`src/rtl/omc_defines.svh`:
```
// Constants of the operating-mode control: keys, field positions, sizes.
// Assumes inclusion by bare name from the package and from both ends.
// Function
// - Pin at debug level at startup enters debug
// - Debug overlays normal or test, never exclusive
// - Debug disables the reset pin long timer
// - Debug forces infinite, fully open watchdog window
// - Debug sets bus transceiver active by default
// - Debug exit bit write leaves debug mode
// - Debug pin only entry condition; stays after drop
// - Test mode accepts mirror register writes
// - Power-on reset reloads mirrors from fuses, else default
// - Test entry needs 8 V pin and keys
// - Fuse burning needs an extra key command
// - Supply applied copies burned fuses into mirrors
// - Test mode kept until host commands user mode
// - User mode at reset only with 0 V pin
// - User mode blocks mirror and fuse operations
// - Host exits debug after infinite watchdog setup
`ifndef OMC_DEFINES_SVH
`define OMC_DEFINES_SVH

`define OMC_DATA_W        16
`define OMC_ADDR_W        4
`define OMC_MIRROR_DEPTH  16
`define OMC_MIRROR_DEFAULT 16'h0000
`define OMC_SETTLE_CYCLES 3'h3
`define OMC_TEST_KEY1     16'hA5C3
`define OMC_TEST_KEY2     16'h3C5A
`define OMC_PROG_KEY      16'h9E61
`define OMC_DEBUG_EXIT_REQUEST_BIT  0
`define OMC_ST_USER_BIT   0
`define OMC_ST_TEST_BIT   1
`define OMC_ST_DEBUG_BIT  2
`define OMC_ST_ARMED_BIT  3

`endif

```
`src/rtl/omc_pkg.sv`:
```
// Types shared by both ends of the operating-mode control link.
// Assumes the constants header is on the include path.
`include "omc_defines.svh"
package omc_pkg;
  typedef enum logic [2:0] {
    OMC_OP_WRITE_CFG,
    OMC_OP_KEY,
    OMC_OP_GO_USER,
    OMC_OP_MIRROR_WR,
    OMC_OP_MIRROR_RD,
    OMC_OP_FUSE_PROG,
    OMC_OP_STATUS
  } omc_op_e;
  typedef enum logic [1:0] {OMC_BM_NORMAL, OMC_BM_TEST, OMC_BM_USER} omc_base_e;
  typedef logic [`OMC_DATA_W-1:0] omc_word_t;
  typedef logic [`OMC_ADDR_W-1:0] omc_addr_t;
endpackage

```
`src/rtl/omc_link_if.sv`:
```
// Command link between the host controller and the mode control device.
// Assumes both ends share clock_in; the testbench joins the modports.
`timescale 1ns/1ps
`default_nettype none
interface omc_link_if;
  import omc_pkg::*;
  logic      cmd_valid;
  omc_op_e   cmd_op;
  omc_addr_t cmd_addr;
  omc_word_t cmd_data;
  logic      rsp_valid;
  logic      rsp_ok;
  omc_word_t rsp_data;
  logic      busy;
  modport dev  (input cmd_valid, cmd_op, cmd_addr, cmd_data,
                output rsp_valid, rsp_ok, rsp_data, busy);
  modport host (output cmd_valid, cmd_op, cmd_addr, cmd_data,
                input rsp_valid, rsp_ok, rsp_data, busy);
endinterface
`default_nettype wire

```
`src/rtl/omc_sync2.sv`:
```
// Two-stage synchroniser for pin levels entering the clock domain.
// Assumes the inputs are slow comparator levels; no pulse capture.
`timescale 1ns/1ps
`default_nettype none
module omc_sync2 #(
  parameter int WIDTH = 2
) (
  input  wire logic             clock_in,
  input  wire logic             reset_in,
  input  wire logic [WIDTH-1:0] d_in,
  output var  logic [WIDTH-1:0] q_out
);
  logic [WIDTH-1:0] meta_ff;

  // First stage is read only by the second stage
  always_ff @(posedge clock_in) begin
    if (reset_in) begin
      meta_ff <= '0;
      q_out   <= '0;
    end else begin
      meta_ff <= d_in;
      q_out   <= meta_ff;
    end
  end
endmodule // omc_sync2
`default_nettype wire

```
`src/rtl/omc_device.sv`:
```
// Device end: operating-mode control with mirror registers and fuse port.
// Assumes reset_in is the power-on reset, fuse read data follows
// fuse_addr_out in the same cycle, and pins pass the synchroniser.
`timescale 1ns/1ps
`default_nettype none
`include "omc_defines.svh"
module omc_device
  import omc_pkg::*;
#(
  parameter int DEPTH = `OMC_MIRROR_DEPTH
) (
  input  wire logic      clock_in,
  input  wire logic      reset_in,
  omc_link_if.dev        link,
  input  wire logic      debug_pin_5v_in,
  input  wire logic      debug_pin_8v_in,
  input  wire logic      fuse_burned_in,
  input  wire omc_word_t fuse_rd_data_in,
  output var  omc_addr_t fuse_addr_out,
  output var  omc_word_t fuse_wdata_out,
  output var  logic      fuse_prog_out,
  output var  logic      debug_mode_out,
  output var  logic      test_mode_out,
  output var  logic      user_mode_out,
  output var  logic      reset_timer_en_out,
  output var  logic      wdg_infinite_out,
  output var  logic      can_active_default_out
);
  typedef enum {OMC_DS_SETTLE, OMC_DS_LOAD, OMC_DS_RUN, OMC_DS_BURN} omc_dstate_e;

  omc_dstate_e state_ff;
  logic [1:0]  pin_sync;          // [1] = 8 V level, [0] = 5 V level
  logic [2:0]  settle_ff;
  omc_addr_t   walk_ff;
  omc_word_t   mirror_mem [DEPTH];
  logic        debug_ff;
  omc_base_e   base_ff;
  logic        key_stage_ff;
  logic        armed_ff;
  logic        rsp_valid_ff;
  logic        rsp_ok_ff;
  omc_word_t   rsp_data_ff;
  logic        take;
  logic        walk_last;

  omc_sync2 #(.WIDTH(2)) u_pin_sync (
    .clock_in (clock_in),
    .reset_in (reset_in),
    .d_in     ({debug_pin_8v_in, debug_pin_5v_in}),
    .q_out    (pin_sync)
  );

  // A command is taken only while running; during load or burn it is ignored
  assign take      = link.cmd_valid && (state_ff == OMC_DS_RUN);
  assign walk_last = (walk_ff == omc_addr_t'(DEPTH - 1));

  // Sequencer: settle pin pipeline, load mirrors, run, burn fuses
  always_ff @(posedge clock_in) begin
    if (reset_in) begin
      state_ff  <= OMC_DS_SETTLE;
      settle_ff <= '0;
      walk_ff   <= '0;
    end else begin
      case (state_ff)
        OMC_DS_SETTLE: begin
          // Wait until the synchroniser shows the true pin level
          if (settle_ff == `OMC_SETTLE_CYCLES) begin
            state_ff <= OMC_DS_LOAD;
          end else begin
            settle_ff <= settle_ff + 3'h1;
          end
        end
        OMC_DS_LOAD: begin
          walk_ff <= walk_ff + omc_addr_t'(1);
          if (walk_last) begin
            walk_ff  <= '0;
            state_ff <= OMC_DS_RUN;
          end
        end
        OMC_DS_RUN: begin
          if (take && link.cmd_op == OMC_OP_FUSE_PROG && base_ff == OMC_BM_TEST
              && armed_ff) begin
            walk_ff  <= '0;
            state_ff <= OMC_DS_BURN;
          end
        end
        OMC_DS_BURN: begin
          walk_ff <= walk_ff + omc_addr_t'(1);
          if (walk_last) begin
            walk_ff  <= '0;
            state_ff <= OMC_DS_RUN;
          end
        end
        default: state_ff <= OMC_DS_SETTLE;
      endcase
    end
  end

  // Mirror storage: fuse copy at power-on, host writes only in test mode.
  // No reset on the array: every entry is rewritten by the load walk.
  always_ff @(posedge clock_in) begin
    if (state_ff == OMC_DS_LOAD) begin
      mirror_mem[walk_ff] <= fuse_burned_in ? fuse_rd_data_in
                                            : `OMC_MIRROR_DEFAULT;
    end else if (take && link.cmd_op == OMC_OP_MIRROR_WR && base_ff == OMC_BM_TEST) begin
      mirror_mem[link.cmd_addr] <= link.cmd_data;
    end
  end

  // Fuse port: address follows the walk, one program pulse per word
  always_ff @(posedge clock_in) begin
    if (reset_in) begin
      fuse_addr_out  <= '0;
      fuse_wdata_out <= '0;
      fuse_prog_out  <= 1'b0;
    end else begin
      fuse_prog_out <= 1'b0;
      if (state_ff == OMC_DS_LOAD) begin
        fuse_addr_out <= walk_ff + omc_addr_t'(1);
      end else if (state_ff == OMC_DS_BURN) begin
        fuse_addr_out  <= walk_ff;
        fuse_wdata_out <= mirror_mem[walk_ff];
        fuse_prog_out  <= 1'b1;
      end else begin
        fuse_addr_out <= '0;
      end
    end
  end

  // Debug overlay flag: set from the pin once, cleared only by the exit bit
  always_ff @(posedge clock_in) begin
    if (reset_in) begin
      debug_ff <= 1'b0;
    end else if (state_ff == OMC_DS_SETTLE && settle_ff == `OMC_SETTLE_CYCLES) begin
      debug_ff <= pin_sync[0] | pin_sync[1];
    end else if (take && link.cmd_op == OMC_OP_WRITE_CFG
                 && link.cmd_data[`OMC_DEBUG_EXIT_REQUEST_BIT]) begin
      debug_ff <= 1'b0;
    end
  end

  // Base mode: normal or user from the latched pin, test by key, user by command.
  // The debug flag lives apart so it rides on top of normal or test.
  always_ff @(posedge clock_in) begin
    if (reset_in) begin
      base_ff <= OMC_BM_USER;
    end else if (state_ff == OMC_DS_SETTLE && settle_ff == `OMC_SETTLE_CYCLES) begin
      base_ff <= (pin_sync == 2'b00) ? OMC_BM_USER : OMC_BM_NORMAL;
    end else if (take && link.cmd_op == OMC_OP_KEY && key_stage_ff
                 && link.cmd_data == `OMC_TEST_KEY2 && pin_sync[1]
                 && base_ff == OMC_BM_NORMAL) begin
      base_ff <= OMC_BM_TEST;
    end else if (take && link.cmd_op == OMC_OP_GO_USER) begin
      base_ff <= OMC_BM_USER;
    end
  end

  // Key sequencer: first key arms stage, any other command breaks it
  always_ff @(posedge clock_in) begin
    if (reset_in) begin
      key_stage_ff <= 1'b0;
    end else if (take) begin
      key_stage_ff <= (link.cmd_op == OMC_OP_KEY) && (link.cmd_data == `OMC_TEST_KEY1)
                      && (base_ff == OMC_BM_NORMAL);
    end
  end

  // Burn arming: extra key in test mode, consumed by the burn, lost on user
  always_ff @(posedge clock_in) begin
    if (reset_in) begin
      armed_ff <= 1'b0;
    end else if (take) begin
      if (link.cmd_op == OMC_OP_KEY && link.cmd_data == `OMC_PROG_KEY
          && base_ff == OMC_BM_TEST) begin
        armed_ff <= 1'b1;
      end else if (link.cmd_op == OMC_OP_FUSE_PROG || link.cmd_op == OMC_OP_GO_USER) begin
        armed_ff <= 1'b0;
      end
    end
  end

  // Response: one cycle after a taken command, with accept flag and data
  always_ff @(posedge clock_in) begin
    if (reset_in) begin
      rsp_valid_ff <= 1'b0;
      rsp_ok_ff    <= 1'b0;
      rsp_data_ff  <= '0;
    end else begin
      rsp_valid_ff <= take;
      if (take) begin
        rsp_data_ff <= '0;
        case (link.cmd_op)
          OMC_OP_WRITE_CFG: rsp_ok_ff <= 1'b1;
          OMC_OP_KEY: begin
            if (link.cmd_data == `OMC_TEST_KEY1) begin
              rsp_ok_ff <= (base_ff == OMC_BM_NORMAL);
            end else if (link.cmd_data == `OMC_TEST_KEY2) begin
              rsp_ok_ff <= key_stage_ff && pin_sync[1]
                           && (base_ff == OMC_BM_NORMAL);
            end else if (link.cmd_data == `OMC_PROG_KEY) begin
              rsp_ok_ff <= (base_ff == OMC_BM_TEST);
            end else begin
              rsp_ok_ff <= 1'b0;
            end
          end
          OMC_OP_GO_USER:   rsp_ok_ff <= 1'b1;
          OMC_OP_MIRROR_WR: rsp_ok_ff <= (base_ff == OMC_BM_TEST);
          OMC_OP_MIRROR_RD: begin
            // Reads also stay closed outside test mode
            rsp_ok_ff <= (base_ff == OMC_BM_TEST);
            if (base_ff == OMC_BM_TEST) begin
              rsp_data_ff <= mirror_mem[link.cmd_addr];
            end
          end
          OMC_OP_FUSE_PROG: rsp_ok_ff <= (base_ff == OMC_BM_TEST) && armed_ff;
          OMC_OP_STATUS: begin
            rsp_ok_ff <= 1'b1;
            rsp_data_ff[`OMC_ST_USER_BIT]  <= (base_ff == OMC_BM_USER);
            rsp_data_ff[`OMC_ST_TEST_BIT]  <= (base_ff == OMC_BM_TEST);
            rsp_data_ff[`OMC_ST_DEBUG_BIT] <= debug_ff;
            rsp_data_ff[`OMC_ST_ARMED_BIT] <= armed_ff;
          end
          default: rsp_ok_ff <= 1'b0;
        endcase
      end
    end
  end

  assign link.rsp_valid = rsp_valid_ff;
  assign link.rsp_ok    = rsp_ok_ff;
  assign link.rsp_data  = rsp_data_ff;

  // Busy is the registered state, so the host sees it straight from a flop
  logic busy_ff;
  always_ff @(posedge clock_in) begin
    if (reset_in) begin
      busy_ff <= 1'b1;
    end else begin
      busy_ff <= !((state_ff == OMC_DS_LOAD && walk_last) ||
                   (state_ff == OMC_DS_BURN && walk_last) ||
                   (state_ff == OMC_DS_RUN && !(take && link.cmd_op == OMC_OP_FUSE_PROG
                    && base_ff == OMC_BM_TEST && armed_ff)));
    end
  end
  assign link.busy = busy_ff;

  // Mode outputs and the safety relaxations that debug brings
  always_ff @(posedge clock_in) begin
    if (reset_in) begin
      debug_mode_out         <= 1'b0;
      test_mode_out          <= 1'b0;
      user_mode_out          <= 1'b0;
      reset_timer_en_out     <= 1'b1;
      wdg_infinite_out       <= 1'b0;
      can_active_default_out <= 1'b0;
    end else begin
      debug_mode_out         <= debug_ff;
      test_mode_out          <= (base_ff == OMC_BM_TEST);
      user_mode_out          <= (base_ff == OMC_BM_USER);
      reset_timer_en_out     <= !debug_ff;
      wdg_infinite_out       <= debug_ff;
      can_active_default_out <= debug_ff;
    end
  end
endmodule // omc_device
`default_nettype wire

```
`src/flat_wrapper.sv`:
```
// flat-port wrapper written by rule: the top's interface ports become plain ports
module omc_device_flat import omc_pkg::*;
#(
  parameter int DEPTH = `OMC_MIRROR_DEPTH
)
  (clock_in, reset_in, debug_pin_5v_in, debug_pin_8v_in, fuse_burned_in, fuse_rd_data_in, fuse_addr_out, fuse_wdata_out, fuse_prog_out, debug_mode_out, test_mode_out, user_mode_out, reset_timer_en_out, wdg_infinite_out, can_active_default_out, link_cmd_valid, link_cmd_op, link_cmd_addr, link_cmd_data, link_rsp_valid, link_rsp_ok, link_rsp_data, link_busy);
  omc_link_if link_i ();
  input  wire logic clock_in;
  input  wire logic reset_in;
  input  wire logic debug_pin_5v_in;
  input  wire logic debug_pin_8v_in;
  input  wire logic fuse_burned_in;
  input  wire omc_word_t fuse_rd_data_in;
  output var  omc_addr_t fuse_addr_out;
  output var  omc_word_t fuse_wdata_out;
  output var  logic fuse_prog_out;
  output var  logic debug_mode_out;
  output var  logic test_mode_out;
  output var  logic user_mode_out;
  output var  logic reset_timer_en_out;
  output var  logic wdg_infinite_out;
  output var  logic can_active_default_out;
  input wire logic [$bits(link_i.cmd_valid)-1:0] link_cmd_valid;
  input wire logic [$bits(link_i.cmd_op)-1:0] link_cmd_op;
  input wire logic [$bits(link_i.cmd_addr)-1:0] link_cmd_addr;
  input wire logic [$bits(link_i.cmd_data)-1:0] link_cmd_data;
  output wire logic [$bits(link_i.rsp_valid)-1:0] link_rsp_valid;
  output wire logic [$bits(link_i.rsp_ok)-1:0] link_rsp_ok;
  output wire logic [$bits(link_i.rsp_data)-1:0] link_rsp_data;
  output wire logic [$bits(link_i.busy)-1:0] link_busy;
  assign link_i.cmd_valid = link_cmd_valid;
  assign link_i.cmd_op = link_cmd_op;
  assign link_i.cmd_addr = link_cmd_addr;
  assign link_i.cmd_data = link_cmd_data;
  assign link_rsp_valid = link_i.rsp_valid;
  assign link_rsp_ok = link_i.rsp_ok;
  assign link_rsp_data = link_i.rsp_data;
  assign link_busy = link_i.busy;
  omc_device #(.DEPTH(DEPTH)) u_core (.clock_in(clock_in), .reset_in(reset_in), .link(link_i), .debug_pin_5v_in(debug_pin_5v_in), .debug_pin_8v_in(debug_pin_8v_in), .fuse_burned_in(fuse_burned_in), .fuse_rd_data_in(fuse_rd_data_in), .fuse_addr_out(fuse_addr_out), .fuse_wdata_out(fuse_wdata_out), .fuse_prog_out(fuse_prog_out), .debug_mode_out(debug_mode_out), .test_mode_out(test_mode_out), .user_mode_out(user_mode_out), .reset_timer_en_out(reset_timer_en_out), .wdg_infinite_out(wdg_infinite_out), .can_active_default_out(can_active_default_out));
endmodule
```
`config.mk`:
```
export PLATFORM = sky130hd
export DESIGN_NAME = omc_device_flat
export DESIGN_NICKNAME = d
export VERILOG_FILES = /design/src/rtl/omc_pkg.sv /design/src/rtl/omc_link_if.sv /design/src/rtl/omc_sync2.sv /design/src/rtl/omc_device.sv /design/src/flat_wrapper.sv
export VERILOG_INCLUDE_DIRS = /design/src /design/src/rtl
export SDC_FILE = /design/constraint.sdc
export NUM_CORES = 1
export LEC_CHECK = 0
export CORE_ASPECT_RATIO = 1.75
export CORE_MARGIN = 1
export CORE_UTILIZATION = 55
export CTS_BUF_LIST = sky130_fd_sc_hd__clkbuf_4 sky130_fd_sc_hd__clkbuf_8
export DETAILED_ROUTE_END_ITERATION = 16
export DONT_BUFFER_PORTS = 1
export MAX_ROUTING_LAYER = met4
export PLACE_DENSITY = 0.74
export SETUP_SLACK_MARGIN = 0.05
export SYNTH_ARGS = -nofsm -noshare
export SYNTH_HDL_FRONTEND = slang
export SYNTH_SLANG_ARGS = --single-unit
```
`constraint.sdc`:
```
create_clock -name clock_in -period 4.8 [get_ports clock_in]
set_clock_uncertainty 0.2 [all_clocks]
set_input_delay 0.72 -clock clock_in [delete_from_list [all_inputs] [get_ports clock_in]]
set_output_delay 0.72 -clock clock_in [all_outputs]
set_load 0.005 [all_outputs]
```
---- Word level (Yosys, flattened, before mapping) ----
Memories as Yosys holds them, arrays and structs flattened. A register that Yosys moved wholly into a read port is not among the register bits.
Index checks and enable logic that the tools add are counted.
W data, S select, Z words.
word-level totals
  register bits ........................... 76
  memory bits (writable) .................. 256
  bits of input ports ..................... 45
  word-level logic and storage cells ...... 131
  memories kept ........................... 1
operators by class
  add/sub/neg operators ................... 2
  equal/unequal tests ..................... 22
  multiplexer cells ....................... 34
  bitwise gates (word level) .............. 3
  reductions and logical operators ........ 50
memory list
  memory             words  bits a word  read ports  clocked after Yosys merged registers in  write ports  line              source
  u_core.mirror_mem  16     16           2           1                                        1            omc_device.sv:35  omc_word_t mirror_mem [DEPTH];
operator list
  operator                number
  $eq A32 B2 Y1 const B   3
  $mux W32                3
  $pmux W32 S3            1
  $eq A32 B3 Y1 const B   2
  $logic_not A32 Y1       2
  $mux W16                3
  $eq A16 B16 Y1 const B  2
  $eq A32 B1 Y1 const B   1
  $logic_and A1 B1 Y1     25
  $mux W4                 5
  $eq A16 B14 Y1 const B  1
  $pmux W4 S2             2
  $reduce_or A16 Y1       1
  $mux W1                 14
  $mux W12                1
  $eq A3 B2 Y1 const B    3
  $eq A3 B3 Y1 const B    3
  $mux W2                 4
  $reduce_and A2 Y1       4
  $ne A2 B1 Y1 const B    3
  $reduce_bool A2 Y1      3
  $reduce_or A2 Y1        3
  $add A4 B1 Y4 const B   1
  $eq A4 B4 Y1 const B    1
  14 further kinds        20

---- Logic depth before layout (Yosys ltp) ----
  word-level depth ........................ 9
  gate-level depth with buffers ........... 6
  mapped depth without buffers ............ 6

---- Hierarchy ----
Synthesis repeated with hierarchy kept, for this count alone.
second synthesis, totals
  cells, all modules ...................... 885
  area, all modules ....................... 14363.8 µm²
by module, submodules not included
  module      times used  cells each  area each (µm²)
  omc_device  1           877         14258.7
  omc_sync2   1           8           105.1

---- Least setup slack after synthesis ----
Ideal clock, no wire load.
  kind .................................... input-to-reg
  from .................................... input port link_cmd_addr[1]
  to ...................................... memory u_core.mirror_mem[7][0] (netlist bit) (enable)
  data arrival time ....................... 2.484 ns
  data required time ...................... 4.212 ns
  setup slack ............................. 1.728 ns
  stages .................................. 6
  path through ............................ clkbuf_1 buf_2 clkbuf_1 nand2_1 mux2_2 nor2_1
between the ends
  word-level cells in the longest chain between the ends .. 1
ends and longest elaborated chain
  item               line                source
  start, declared    flat_wrapper.sv:25  input wire logic [$bits(link_i.cmd_addr)-1:0] link_cmd_addr;
  $mux W4 (no line)  -
  end, declared      omc_device.sv:35
No other way between the ends.

---- Final worst setup path ----
  from .................................... register u_core.state_ff[1]
  to ...................................... memory u_core.mirror_mem[4][5] (netlist bit) (enable)
between the ends
  word-level cells in the longest chain between the ends .. 9
  elaborated cells between the ends (all ways) .. 13
  those cells by class .................... 2 x eq/ne; 7 x mux; 4 x reduce/logical
ends and longest elaborated chain
  item                                          line               source
  start, declared                               omc_device.sv:31   omc_dstate_e state_ff;
  start signal, assigned                        omc_device.sv:60   state_ff <= OMC_DS_SETTLE;
  start signal, assigned                        omc_device.sv:68   state_ff <= OMC_DS_LOAD;
  start signal, assigned                        omc_device.sv:77   state_ff <= OMC_DS_RUN;
  $eq A32 B3 Y1                                 omc_device.sv:54   assign take = link.cmd_valid && (state_ff == OMC_DS_RUN);
  $logic_and A1 B1 Y1                           omc_device.sv:54
  $logic_and A1 B1 Y1 (2 in a row)              omc_device.sv:105  end else if (take && link.cmd_op == OMC_OP_MIRROR_WR && base_ff == OMC_BM_TEST) begin
  $mux W1                                       omc_device.sv:105
  $mux W1                                       omc_device.sv:102  if (state_ff == OMC_DS_LOAD) begin
  $mux W1 (not written as such)                 omc_device.sv:106  mirror_mem[link.cmd_addr] <= link.cmd_data;
  $reduce_or A16 Y1 (no line)                   -
  $mux W4 (no line) or $mux W1 (tied branches)  -
Several ways; a longest one is shown, not always the timed one.

==> results_dict.tcl <==
set metrics [dict create \
    r2r_slack_ps 1030 \
    clock_latency_ps 570 \
    min-delay-start "reset_in" \
    placed_area_um2 14700 \
    cp_max_fo 21 \
    drtAntennaViolNets 0 \
    cts_hold_buf 2 \
    crit_arrival_ps 3840 \
    h-tree-depth 2 \
    antenna_found_initial 1 \
    pin_count 91 \
    synth_edf_count 256 \
    die_h_um 216 \
    hold_viol_final 0 \
    synthCells 850 \
    initial_core_util 0.558 \
    die_area_um2 26900 \
    min_period_over_period 0.785 \
    ff2ff_path_depth 5 \
    max_freq_mhz 265 \
    cts_buffer_depth 3 \
    relSlewSlack 0.0368 \
    row_count 78 \
    num_vias 8480 \
    grt-ovfl-total 0 \
    grt_util_met3 0.0513 \
    worst_hold_path.num_cells 1 \
    clkTransAtPathRegs_ps 70 \
    leakagePower_nw 5.20 \
    dp_hpwl_mm 25.1 \
    vias_per_cell 6.98 \
    clockRootBuffer "clkbuf_8" \
    grtUsageMet1 0.332 \
    drt-initial-drc-count 731 \
    tns_ps 0 \
    design_area_um2 15800 \
    ys.flop_type "edfxtp_1" \
    cts.sinks 318 \
    rsz0062_at_grt "no" \
    final_nets 906 \
    drv_slew 0 \
    final_common_cell "edfxtp_1" \
    tightest_slew_ps 1440 \
    critPathCaptureType "flip-flop" \
    worst_ep_required_time_ps 4870 \
    n_fill_cell 1864 \
    syn-cell-area_um2 14400 \
    ys_seq_area_frac 0.619 \
    grtUsageMet2 0.497 \
    tritoncts "done" \
    fin_crit_ps 3770 \
    status "finished clean" \
    die_w_um 124 \
    pwr_density_cell_nw_per_um2 376 \
    min_to "u_core.state_ff[0]$_SDFFE_PP0P_" \
    layout_common_cells "edfxtp_1 (256), mux4_2 (116), dfxtp_1 (60)" \
    reg2reg_to "u_core.mirror_mem[4][5]$_DFFE_PP_" \
    grt_pass1_wl_mm 56.0 \
    drcViolationCount 0 \
    cts_buffers 44 \
    first_pass_iters 5 \
    io_buffers 0 \
    critPathKind "reg2reg" \
    r2r-start "u_core.state_ff[1]$_SDFFE_PP0P_" \
    core_um2 25900 \
    ctsResizeCount 0 \
    grt_pass1_vias 8831 \
    drive_gt1_frac 0.271 \
    syn2layout_area_growth_pct 9.25 \
    final-setup-viol-count 0 \
    wl_mm 37.1 \
    track_usage 0.291 \
    ys_warn_count 0 \
    hp-class "in2reg" \
    syn_area_per_cell_um2 17.0 \
    grt_max_degree 69 \
    maxCapViolations 0 \
    syn_nets 898 \
    synth_cell_type_count 53 \
    critPathLaunchType "flip-flop" \
    postCtsSetupBuffers 0 \
    wl_per_cell_um 30.5 \
    async_flop_share 0 \
    top_usage_layer "met2" \
    gp_congestion 0.948 \
    peakVddDrop_mv 0.232 \
    ys_seq_elements 318 \
]
-- area by class of cell --
class,instances,area (um^2),area share
tap,320,400,0.0254
timing repair buffer,25,205,0.0130
sequential,318,8930,0.567
clock inverter,20,233,0.0148
antenna,1,2.50,0.000159
multi-input combinational,461,5180,0.329
clock buffer,62,778,0.0494
inverter,8,30.0,0.00191
-- kinds of logic (layout without fill, tap and decap cells) --
logic type               after synthesis  after routing  synth area share
AO/OA/AOI/OAI                         88             88            0.0470
AND/OR/NAND/NOR                      185            185            0.0649
other                                  0              1                 0
XOR/XNOR                               3              3           0.00182
buffers and inverters                 71            115            0.0227
multiplexers                         182            182             0.242
adder cells (fa/ha/maj)                3              3           0.00260
flip-flops                           318            318             0.619
-- stage by stage --
| step | power [mW] | hold WS, ps | cells | util | setup WS (ps) |
|---|---|---|---|---|---|
| floorplan | 3.53 | 214 | 850 | - | 1730 |
| global placement | 3.60 | 234 | 1130 | 0.569 | 1220 |
| detailed placement | 3.62 | 242 | 1130 | 0.569 | 1150 |
| CTS | 5.95 | 0.0182 | 1214 | 0.609 | 1120 |
| global route | 6.09 | 2.32 | 1215 | 0.609 | 856 |
| finish | 5.93 | 34.0 | 1215 | 0.609 | 1030 |
-- routing by layer --
layer | up-vias | wire (um)
met4 | 0 | 1610
li1 | 3515 | -
met5 | - | 0
met3 | 116 | 2720
met1 | 4397 | 12900
met2 | 452 | 19800
-- state kept, by name, summed over array words and instances (netlist names), 3 cells and up --
register and cells:
u_core.link.rsp_data 16, u_core.fuse_wdata_out 16, u_core.fuse_addr_out 4, u_core.walk_ff 4, u_core.settle_ff 3, u_core.mirror_mem 256
-- worst max-delay path by stage --
stage	start	to	slack, ps
finish	u_core.state_ff[1]$_SDFFE_PP0P_	u_core.mirror_mem[4][5]$_DFFE_PP_	1030
global route	u_core.state_ff[1]$_SDFFE_PP0P_	u_core.mirror_mem[5][6]$_DFFE_PP_	860
CTS	u_core.state_ff[1]$_SDFFE_PP0P_	u_core.mirror_mem[4][9]$_DFFE_PP_	1120
detailed placement	u_core.state_ff[1]$_SDFFE_PP0P_	u_core.mirror_mem[4][9]$_DFFE_PP_	1150
global placement	link_cmd_valid	u_core.mirror_mem[5][7]$_DFFE_PP_	1220
floorplan	link_cmd_addr[1]	u_core.mirror_mem[7][0]$_DFFE_PP_	1730
-- where the power goes --
group          internal [mW]  switching (mW)  total, mW  leakage, nW
Combinational          0.262           0.214      0.475         1.84
Sequential              3.02          0.0671       3.09         2.84
Clock                   1.33            1.04       2.37        0.516
-- critical path: stages, from the launching register on --
cell	delay, ps
dfxtp_1	670
and3b_1	480
and4_1	780
a31oi_1	300
nor2_1	700
buf_4	330
-- synth_stat cells (all sizes together) (10+ instances only) --
cell type,instances,area [um^2]
nor2,50,188
edfxtp,256,7690
a21oi,10,50.1
dfxtp,62,1240
mux4,128,2930
clkbuf,33,124
nor2b,14,87.6
nand3,22,110
a221o,16,160
a2bb2oi,12,105
a22o,16,140
o21ai,15,75.1
buf,30,174
mux2,18,203
nand2,52,195
mux2i,36,360
Note: power is estimated with default switching activity, not from simulation.
